## src/design/temp_alert_pkg.sv

```systemverilog
// Constants and carriers for the temperature alert and standby block
`default_nettype none
package temp_alert_pkg;
    localparam logic [6:0] alert_response_addr   = 7'h0C;
    localparam logic [7:0] one_shot_offset       = 8'h0F;
    localparam int         standby_bit           = 6;
    localparam int         open_diode_bit        = 2;
    localparam logic [7:0] short_fault_code      = 8'h80;
    localparam logic [7:0] low_limit_min         = 8'h80;
    localparam int         conv_cycles           = 16;
    localparam logic [7:0] status_reset          = 8'h00;
    // Address table, index = strap_low*3 + strap_high (0 = gnd, 1 = open, 2 = vdd)
    localparam logic [6:0] addr_table [9] = '{7'h18, 7'h19, 7'h1A, 7'h29, 7'h2A, 7'h2B, 7'h4C, 7'h4D, 7'h4E};

    typedef struct packed {
        logic       write;
        logic       read;
        logic [7:0] offset;
        logic [7:0] data;
    } reg_access_t;

    typedef struct packed {
        logic [7:0] local_high;
        logic [7:0] local_low;
        logic [7:0] remote_high;
        logic [7:0] remote_low;
    } limits_t;
endpackage
`default_nettype wire

```

## src/design/arbitration_tx.sv

```systemverilog
// Alert response byte sender with wired-AND bit arbitration
`default_nettype none
module arbitration_tx
    import temp_alert_pkg::*;
(
    input  wire logic       clock,
    input  wire logic       rst,
    input  wire logic       start,
    input  wire logic [6:0] own_address,
    input  wire logic       bit_strobe,
    input  wire logic       line_in,
    output logic            drive_low,
    output logic            busy,
    output logic            won,
    output logic            lost
);
    typedef enum logic [1:0] {idle, send, done} tx_state_t;
    tx_state_t  state;
    tx_state_t  next_state;
    logic [7:0] shift;
    logic [7:0] next_shift;
    logic [3:0] count;
    logic [3:0] next_count;
    logic       next_won;
    logic       next_lost;

    always_comb begin
        next_state = state;
        next_shift = shift;
        next_count = count;
        next_won   = 1'b0;
        next_lost  = 1'b0;
        case (state)
            idle: begin
                if (start) begin
                    next_state = send;
                    next_shift = {own_address, 1'b1};
                    next_count = 4'h0;
                end
            end
            send: begin
                if (bit_strobe) begin
                    // Released one but bus low: a lower address won
                    if (shift[7] && !line_in) begin
                        next_lost  = 1'b1;
                        next_state = idle;
                    end else if (count == 4'h7) begin
                        next_won   = 1'b1;
                        next_state = idle;
                    end else begin
                        next_shift = {shift[6:0], 1'b1};
                        next_count = count + 4'h1;
                    end
                end
            end
            default: next_state = idle;
        endcase
    end

    always_ff @(posedge clock or posedge rst) begin
        if (rst) begin
            state <= idle;
            shift <= 8'hFF;
            count <= 4'h0;
            won   <= 1'b0;
            lost  <= 1'b0;
        end else begin
            state <= next_state;
            shift <= next_shift;
            count <= next_count;
            won   <= next_won;
            lost  <= next_lost;
        end
    end

    assign drive_low = (state == send) && !shift[7];
    assign busy      = (state == send);
endmodule
`default_nettype wire

```

## src/design/temp_alert_standby.sv

```systemverilog
// Alert, standby, one-shot and sensor fault logic of a two-channel temperature monitor
`default_nettype none
module temp_alert_standby
    import temp_alert_pkg::*;
#(
    parameter int conversion_cycles = conv_cycles
)(
    input  wire logic        clock,
    input  wire logic        rst,
    input  wire logic        standby_input_n,
    input  wire logic [1:0]  address_strap_low,
    input  wire logic [1:0]  address_strap_high,
    input  wire reg_access_t reg_access,
    input  wire logic [7:0]  config_reg,
    input  wire limits_t     limits,
    input  wire logic [7:0]  local_adc,
    input  wire logic [7:0]  remote_adc,
    input  wire logic        remote_underrange,
    input  wire logic        open_diode_comp,
    input  wire logic        ara_request,
    input  wire logic        ara_bit_strobe,
    input  wire logic        sda_in,
    input  wire logic        alert_in,
    output logic             sda_out,
    output logic             sda_oe,
    output logic             alert_out,
    output logic             alert_oe,
    output logic [6:0]       device_address,
    output logic             ara_ack,
    output logic [7:0]       local_value,
    output logic [7:0]       remote_value,
    output logic [7:0]       status,
    output logic             converting,
    output logic             standby
);
    initial begin
        if (conversion_cycles < 2 || conversion_cycles > 65535) begin
            $error("conversion_cycles out of range");
        end
    end

    typedef enum logic [1:0] {conv_idle, conv_run} conv_state_t;
    conv_state_t state;
    conv_state_t next_state;
    logic [15:0] cycles;
    logic [15:0] next_cycles;
    logic        one_shot_pending;
    logic        next_one_shot_pending;
    logic        strap_taken;
    logic [6:0]  next_device_address;
    logic [7:0]  next_local_value;
    logic [7:0]  next_remote_value;
    logic [7:0]  next_status;
    logic        alert_latch;
    logic        next_alert_latch;
    logic        next_alert_oe;
    logic        next_ara_ack;
    logic        next_sda_oe;
    logic        next_converting;
    logic        next_standby;
    logic        tx_drive_low;
    logic        tx_busy;
    logic        tx_won;
    logic        tx_lost;
    logic        sw_standby;
    logic        cause;
    logic [7:0]  remote_result;

    function automatic logic out_of_limit(input logic [7:0] v, input logic [7:0] hi, input logic [7:0] lo);
        // Signed compare; equal to low limit is fine
        out_of_limit = ($signed(v) > $signed(hi)) || ($signed(v) < $signed(lo));
    endfunction

    function automatic logic [3:0] strap_index(input logic [1:0] lo, input logic [1:0] hi);
        logic [3:0] l;
        logic [3:0] h;
        l = (lo > 2'd2) ? 4'd2 : {2'b00, lo};
        h = (hi > 2'd2) ? 4'd2 : {2'b00, hi};
        strap_index = 4'((l * 4'd3) + h);
    endfunction

    assign sw_standby    = config_reg[standby_bit];
    assign remote_result = remote_underrange ? short_fault_code : remote_adc;
    // Equal-to-minimum low limit cannot be undershot, so a shorted channel is silent
    assign cause = out_of_limit(local_value, limits.local_high, limits.local_low)
                 || out_of_limit(remote_value, limits.remote_high, limits.remote_low)
                 || status[open_diode_bit];

    always_comb begin
        next_state            = state;
        next_cycles           = cycles;
        next_local_value      = local_value;
        next_remote_value     = remote_value;
        next_status           = status;
        next_one_shot_pending = one_shot_pending;
        next_standby          = !standby_input_n || sw_standby;
        // One-shot write latches only a request, no data
        if (reg_access.write && reg_access.offset == one_shot_offset && standby_input_n && sw_standby) begin
            next_one_shot_pending = 1'b1;
        end
        if (!standby_input_n) begin
            next_one_shot_pending = 1'b0;
        end
        case (state)
            conv_idle: begin
                if (standby_input_n && (!sw_standby || one_shot_pending)) begin
                    next_state            = conv_run;
                    next_cycles           = 16'(conversion_cycles - 1);
                    next_one_shot_pending = 1'b0;
                    next_status[open_diode_bit] = open_diode_comp;
                end
            end
            conv_run: begin
                // Standby pin aborts; software standby lets a one-shot finish
                if (!standby_input_n || (sw_standby && !standby)) begin
                    next_state = conv_idle;
                end else if (cycles == 16'h0000) begin
                    next_state        = conv_idle;
                    next_local_value  = local_adc;
                    next_remote_value = remote_result;
                end else begin
                    next_cycles = cycles - 16'h0001;
                end
            end
            default: next_state = conv_idle;
        endcase
        next_converting = (next_state == conv_run);
    end

    always_ff @(posedge clock or posedge rst) begin
        if (rst) begin
            state            <= conv_idle;
            cycles           <= 16'h0000;
            local_value      <= 8'h00;
            remote_value     <= 8'h00;
            status           <= status_reset;
            one_shot_pending <= 1'b0;
            converting       <= 1'b0;
            standby          <= 1'b0;
        end else begin
            state            <= next_state;
            cycles           <= next_cycles;
            local_value      <= next_local_value;
            remote_value     <= next_remote_value;
            status           <= next_status;
            one_shot_pending <= next_one_shot_pending;
            converting       <= next_converting;
            standby          <= next_standby;
        end
    end

    // Strap capture: taken once after reset release, then frozen
    always_comb begin
        next_device_address = device_address;
        if (!strap_taken) begin
            next_device_address = addr_table[strap_index(address_strap_low, address_strap_high)];
        end
    end

    always_ff @(posedge clock or posedge rst) begin
        if (rst) begin
            strap_taken    <= 1'b0;
            device_address <= 7'h00;
        end else begin
            strap_taken    <= 1'b1;
            device_address <= next_device_address;
        end
    end

    arbitration_tx u_tx (
        .clock       (clock),
        .rst         (rst),
        .start       (ara_request && alert_latch && !tx_busy),
        .own_address (device_address),
        .bit_strobe  (ara_bit_strobe),
        .line_in     (sda_in),
        .drive_low   (tx_drive_low),
        .busy        (tx_busy),
        .won         (tx_won),
        .lost        (tx_lost)
    );

    // Alert latch: a new cause wins over the answer-release in the same cycle
    always_comb begin
        next_alert_latch = alert_latch;
        if (tx_won) begin
            next_alert_latch = 1'b0;
        end
        if (cause) begin
            next_alert_latch = 1'b1;
        end
        next_alert_oe = next_alert_latch;
        next_ara_ack  = ara_request && alert_latch && !tx_busy;
        next_sda_oe   = tx_drive_low;
    end

    always_ff @(posedge clock or posedge rst) begin
        if (rst) begin
            alert_latch <= 1'b0;
            alert_oe    <= 1'b0;
            ara_ack     <= 1'b0;
            sda_oe      <= 1'b0;
            sda_out     <= 1'b0;
            alert_out   <= 1'b0;
        end else begin
            alert_latch <= next_alert_latch;
            alert_oe    <= next_alert_oe;
            ara_ack     <= next_ara_ack;
            sda_oe      <= next_sda_oe;
            sda_out     <= 1'b0;
            alert_out   <= 1'b0;
        end
    end
endmodule
`default_nettype wire

```

## config.mk

```make
export PLATFORM = sky130hd
export DESIGN_NAME = temp_alert_standby
export DESIGN_NICKNAME = d
export VERILOG_FILES = /design/src/design/temp_alert_pkg.sv /design/src/design/arbitration_tx.sv /design/src/design/temp_alert_standby.sv
export SDC_FILE = /design/constraint.sdc
export NUM_CORES = 1
export LEC_CHECK = 0
export ABC_AREA = 1
export CAP_MARGIN = 20
export CORE_MARGIN = 10
export CORE_UTILIZATION = 38
export DETAILED_ROUTE_END_ITERATION = 16
export DONT_BUFFER_PORTS = 1
export PLACE_DENSITY_LB_ADDON = 0.3
export SETUP_SLACK_MARGIN = 0.5
export SLEW_MARGIN = 30
export SYNTH_ARGS = -nofsm -noshare
export SYNTH_HDL_FRONTEND = slang
export SYNTH_SLANG_ARGS = --single-unit
```

## constraint.sdc

```tcl
create_clock -name clock -period 1.55 [get_ports clock]
set_input_delay 0.155 -clock clock [delete_from_list [all_inputs] [get_ports clock]]
set_output_delay 0.155 -clock clock [all_outputs]
set_load 0.05 [all_outputs]
```

==> Word-level counts from Yosys, hierarchy flattened <==
Memory sizes are Yosys's and may differ from the RTL's. A register that Yosys moved wholly into a read port is not among the register bits.
Cells that the tools add are included.
{ "totals": {"romBits": 112, "register_bits": 57, "mem_count": 1, "ramBits": 0, "output_inout_bits": 38, "inputBits": 87, "latchBits": 0, "wordCells": 112} }
{ "mem_list": {"columns": ["memory", "depth", "word_bits", "rd", "rd_ports_with_merged_regs", "write_ports", "line_no", "text"], "rows": [
  ["(name not given)", 16, 7, 1, 1, 0, "temp_alert_standby.sv:156", "next_device_address = addr_table[strap_index(address_strap_low, address_strap_high)];"]
]} }
{ "classes": {"shifts": 0, "n_reduce_logical": 34, "eq_ne": 13, "mul": 1, "mux": 36, "bitwise": 2, "addsub": 3, "n_lt_le_gt_ge": 6, "div": 0} }
{ "ops": {"columns": ["operator", "count"], "rows": [
  ["two-way mux 16 bit", 3],
  ["two-way mux 8 bit", 5],
  ["case mux 16 bit (2 select lines)", 1],
  ["two-way mux 2 bit", 9],
  ["greater-than comparator 8 bit", 2],
  ["logical NOT 16 bit", 1],
  ["less-than comparator 8 bit", 2],
  ["two-way mux 4 bit", 4],
  ["case mux 8 bit (2 select lines)", 1],
  ["subtractor 16 x 1 -> 16 bit (second input constant)", 1],
  ["inequality test 2 bit (second input constant)", 7],
  ["two-way mux 1 bit", 10],
  ["logical AND 1 bit", 9],
  ["equality test 8 x 4 -> 1 bit (second input constant)", 1],
  ["case mux 2 bit (2 select lines)", 2],
  ["case mux 4 bit (2 select lines)", 1],
  ["logical NOT 1 bit", 7],
  ["logical OR 1 bit", 7],
  ["equality test 2 x 1 -> 1 bit (second input constant)", 3],
  ["AND reduction 3 bit", 2],
  ["nonzero test 2 bit", 3],
  ["NOT 4 -> 5 bit", 1],
  ["AND reduction 5 bit", 1],
  ["adder 4 x 1 -> 4 bit (second input constant)", 1],
  ["other kinds (9)", 11]
]} }

==> Logic depth before layout (Yosys ltp) <==
{ "depth": {"depth_word": 8, "depth_mapped": 13, "ltp_nobuf": 13} }

==> Modules after synthesis <==
Synthesis repeated with hierarchy kept, for this count alone.
{ "hier_totals": {"hier_cells": 544, "hier_area_um2": 4197.8} }
{ "modules_own_cells": {"columns": ["module", "area_per_inst_um2", "n_inst", "seq_area_each_um2", "cells_each"], "rows": [
  ["temp_alert_standby", 3439.5, 1, 1201.2, 445],
  ["arbitration_tx", 758.2, 1, 359.1, 99]
]} }

==> Worst setup path before layout <==
OpenSTA, ideal clock, no wires.
{ "synth_timing": {"path_type": "register to register", "startpoint": "reg local_value[1]", "endpoint": "reg alert_latch", "required_ns": 1.431, "path_stages_with_launch": 12, "t_arrival_ns": 1.556, "synth_period_minus_slack_ns": 1.675, "setup_ns": 0.119, "path_buffers": 0, "setup_slack_ns": -0.125, "cell_sequence": "dfrtp_1 -> ha_1 -> inv_1 -> nor2_1 -> o21ai_0 -> nand2_1 -> nand2_1 -> nand3_1 -> nand3_1 -> nand2_1 -> inv_1 -> nand2_1"} }
{ "synth_via": {"elab_chain_cells": 5, "elab_cells_between_ends": 7, "classes_between": "2 x order compare; 1 x mux; 4 x reduce/logical"} }
{ "synth_lines": {"columns": ["element", "line_no", "text"], "rows": [
  ["start: declaration", "temp_alert_standby.sv:30", "output logic [7:0] local_value,"],
  ["start signal: assignment", "temp_alert_standby.sv:143", "local_value <= next_local_value;"],
  ["greater-than comparator 8 bit or less-than comparator 8 bit (tied branches)", "temp_alert_standby.sv:71", "out_of_limit = ($signed(v) > $signed(hi)) || ($signed(v) < $signed(lo));"],
  ["logical OR 1 bit *", "temp_alert_standby.sv:71", null],
  ["logical OR 1 bit *", "temp_alert_standby.sv:86", "|| out_of_limit(remote_value, limits.remote_high, limits.remote_low)"],
  ["logical OR 1 bit *", "temp_alert_standby.sv:87", "|| status[open_diode_bit];"],
  ["two-way mux 1 bit or nonzero test 2 bit (tied branches)", null, null],
  ["end signal: assignment", "temp_alert_standby.sv:206", "alert_latch <= next_alert_latch;"],
  ["end: declaration", "temp_alert_standby.sv:54", "logic alert_latch;"]
]} }
Every way passes the cells marked *; elsewhere a longest branch is shown, timed or not.
A chain may end at the register's enable or synchronous reset.

==> Final worst setup path <==
{ "layout_timing": {"startpoint": "reg cycles[12]", "endpoint": "reg cycles[2]"} }
{ "layout_via": {"elab_chain_cells": 3} }
{ "layout_lines": {"columns": ["element", "line_no", "text"], "rows": [
  ["start: declaration", "temp_alert_standby.sv:45", "logic [15:0] cycles;"],
  ["start signal: assignment", "temp_alert_standby.sv:142", "cycles <= next_cycles;"],
  ["logical NOT 16 bit", "temp_alert_standby.sv:117", "end else if (cycles == 16'h0000) begin"],
  ["inequality test 2 bit (no line)", null, null],
  ["AND reduction 4 bit (no line)", null, null]
]} }
Every way passes these cells.

==> results.py <==
metrics = {
    "route": {
        "first_pass_iters": 4,
        "drt_wl_total_um": 12400,
        "viasPerCell": 4.91,
        "drtIter0Drc": 214,
        "vias": 3842,
        "drc": 0,
        "wl_per_cell_um": 15.9,
        "ant_nets": 0,
    },
    "pwr": {
        "power_frac_seq_pct": 36.0,
        "p_leak_nw": 2.94,
        "switching_share_pct": 38.4,
        "power_switching_mw": 2.39,
        "p_int_mw": 3.83,
        "p_per_area_nw_per_um2": 1040,
        "pwr-share-comb_pct": 41.4,
        "clkPwrFrac_pct": 22.6,
        "ir_drop_v": 0.000855,
    },
    "worst_hold_path": {
        "whs_path_depth": 3,
        "hold_path.class": "in -> reg",
        "min-delay-start": "reg_access[14]",
        "holdPathEnd": "one_shot_pending",
    },
    "sta": {
        "finalHoldViolCount": 0,
        "finClkSkew_ns": 0.0138,
        "rsz0062_at_grt": "true",
        "max_freq_mhz": 611,
        "hold_ws_ns": 0.0240,
        "period_share_pct": 106,
        "setup_ws_ns": -0.0868,
        "worst_pin_slew_ns": 0.605,
        "final.setup.tns_ns": -1.61,
        "final_max_slew_viol_count": 0,
        "slew_headroom_pct": 59.4,
        "period_minus_slack_ns": 1.64,
        "setup_viol": 41,
    },
    "logic_synthesis": {
        "yosys.area.top_type": "dfrtp_1",
        "synthDistinctLibCells": 36,
        "synth_top_area_share_pct": 34.2,
        "ys_seq_elements": 61,
        "avgSynthCellArea_um2": 7.52,
        "ys_seq_area_share_pct": 38.9,
        "ys.warnings.count": 0,
        "synthTopCellsByArea": "dfrtp_1 (34%), nand2_1 (13%), ha_1 (11%)",
        "synthCells": 525,
        "syn-cell-area_um2": 3950,
    },
    "clock_tree": {
        "clock_latency_ns": 0.34,
        "clockRootBuffer": "clkbuf_8",
        "clkSlewWorstSetupHoldPaths_ns": 0.07,
        "cts_tree": "built",
        "h-tree-depth": 3,
        "cts.sinks": 61,
        "clockBufferDepth": 2,
        "cts_buffers": 9,
    },
    "global_route": {
        "grt_pass1_wl_um": 18200,
        "grt_pass1_vias": 3806,
        "grt_max_degree": 33,
        "grt_util_all_layers_pct": 15.1,
        "antenna_found_initial": 0,
        "globalRouteOverflowTotal": 0,
    },
    "critical_path": {
        "setup.worst_path.start_class": "flop",
        "critPathCaptureType": "flop",
        "r2r_slack_ns": -0.09,
        "arrival_ns": 1.86,
        "r2r_start": "cycles[12]",
        "crit_path_frequent_cell": "nand2_1",
        "timing.rr.end": "cycles[2]",
        "worstPathRequired_ns": 1.78,
        "cpPeakStageDelay_ns": 0.39,
        "slowest_stage": "dfrtp_1",
        "worstSetupPathType": "reg -> reg",
        "rr_worst_depth": 8,
        "worstPathCellList": "nor2_2, nand2_2, nor4_4, nand2_1, nand2_4, nand2_8, nand2_1, o21ai_2",
        "cp_max_fo": 8,
    },
    "placed_design": {
        "postPlaceCellArea_um2": 4560,
        "post-place-ws_ns": -0.173,
        "dp_hpwl_um": 7830,
        "gp_congestion": 0.886,
        "buffer_ports.inserted": 0,
    },
    "run_status": {
        "status": "finished, violations left",
        "violations": "setup timing",
    },
    "finish": {
        "fin_util_pct": 58.2,
        "design_area_um2": 5960,
        "drive_gt1_share_pct": 35.4,
        "synthToLayoutAreaGrowth_pct": 50.9,
        "mostFrequentLayoutCells": "nand2_1 (121), inv_1 (80), buf_4 (48)",
        "nets": 765,
        "layout_commonest_cell": "nand2_1",
        "fillers": 875,
        "insertedDiodeCount": 0,
    },
    "floorplanning": {
        "pin_count": 125,
        "chipHeight_um": 122,
        "core_um2": 10200,
        "die_x_um": 122,
        "start_util_pct": 38.6,
        "fp.dieArea_um2": 14900,
        "fp-row-count": 37,
    },
    "run": {
        "cap_violations": 0,
    },
}
==> cell type report <==
type / count / area, µm² / share of cell area [%]
Clock buffer: 10 / 128 / 2.14
Tap cell: 136 / 170 / 2.86
Inverter: 95 / 405 / 6.80
Clock inverter: 6 / 65.1 / 1.09
Timing Repair inverter: 1 / 5.00 / 0.0840
Timing Repair Buffer: 111 / 1130 / 19.0
Sequential cell: 61 / 1550 / 26.1
Multi-Input combinational cell: 362 / 2500 / 41.9
==> cell usage after synthesis <==
cell and count:
or2_2 5, nand3b_1 3, nor3b_1 2, buf_4 10, buf_2 5, o21bai_1 1, inv_2 2, nor3_1 4
clkbuf_1 1, xnor2_1 1, a31oi_1 4, nor4_4 1, o211ai_1 2, nor4_1 1, o22ai_1 3, dfrtp_1 54
conb_1 2, nor2_1 47, o21a_1 3, nand3_1 29, nand4_1 4, o21ai_0 16, buf_1 1, nor2_2 4
dfstp_2 7, inv_1 93, buf_6 2, fa_1 1, nand2_1 133, a22o_1 1, a21oi_1 18, ha_1 36
xor2_1 7, o21ai_1 17, o21ai_2 3, nand2_2 2
==> kinds of logic (layout without fill, tap and decap cells) <==
kind of cell	count (synthesis)	after routing	share of synthesized area, %
simple gates	235	236	25.3
other cells	2	11	0.190
flops	61	61	38.9
xor+xnor	8	8	1.77
fa+ha+maj	37	37	11.9
buf+inv	114	223	12.3
compound gates	68	70	9.60
==> worst max-delay path by stage <==
stage,slack [ns],from,endpoint
detailed placement,-0.17,cycles[13],cycles[5]
CTS,-0.06,cycles[0],cycles[0]
global route,-0.19,cycles[12],cycles[3]
finish,-0.09,cycles[12],cycles[2]
global placement,-0.11,cycles[13],cycles[3]
floorplan,-0.11,remote_value[7],alert_latch
==> worst max-delay path: cells and delay by family (launching register included) <==
kind / cells / cell delay, ns
AND/OR/NAND/NOR: 7 / 1.08
flip-flops: 1 / 0.39
AO/OA/AOI/OAI: 1 / 0.05
==> flip-flops by register name, indices dropped and copies added (netlist names), 2 cells and up <==
| signal | count |
|---|---|
| local_value | 8 |
| state | 2 |
| u_tx.shift | 7 |
| remote_value | 8 |
| cycles | 16 |
| device_address | 6 |
| u_tx.count | 4 |
==> routing by layer <==
layer  wire length [µm]  track usage (%)
met2               6180             26.3
met3                762             3.19
met5                  0                0
met1               5210             17.8
met4                255             5.51
==> timing repair <==
item,in CTS,in global routing
endpoints found under the hold margin,36,0
hold buffers,22,0
gates resized for setup,84,65
pin swaps,28,34
buffers inserted,24,12
setup endpoints to repair,83,93
gates cloned,3,2
==> power by group through the flow <==
stage               clock (mW)  sequential, mW  combinational (mW)
finish                    1.41            2.24                2.58
global route              1.52            2.26                2.77
CTS                       1.44            2.20                2.20
detailed placement           0            2.19                1.60
global placement             0            2.18                1.55
floorplan                    0            2.33                1.04
==> metrics by stage <==
stage,cells,total power [mW]
after detailed placement,703,3.79
final,782,6.22
after global routing,782,6.55
after global placement,703,3.74
after CTS,768,5.83
after floorplan,534,3.37
No activity file was read; power rests on OpenSTA's default activity.
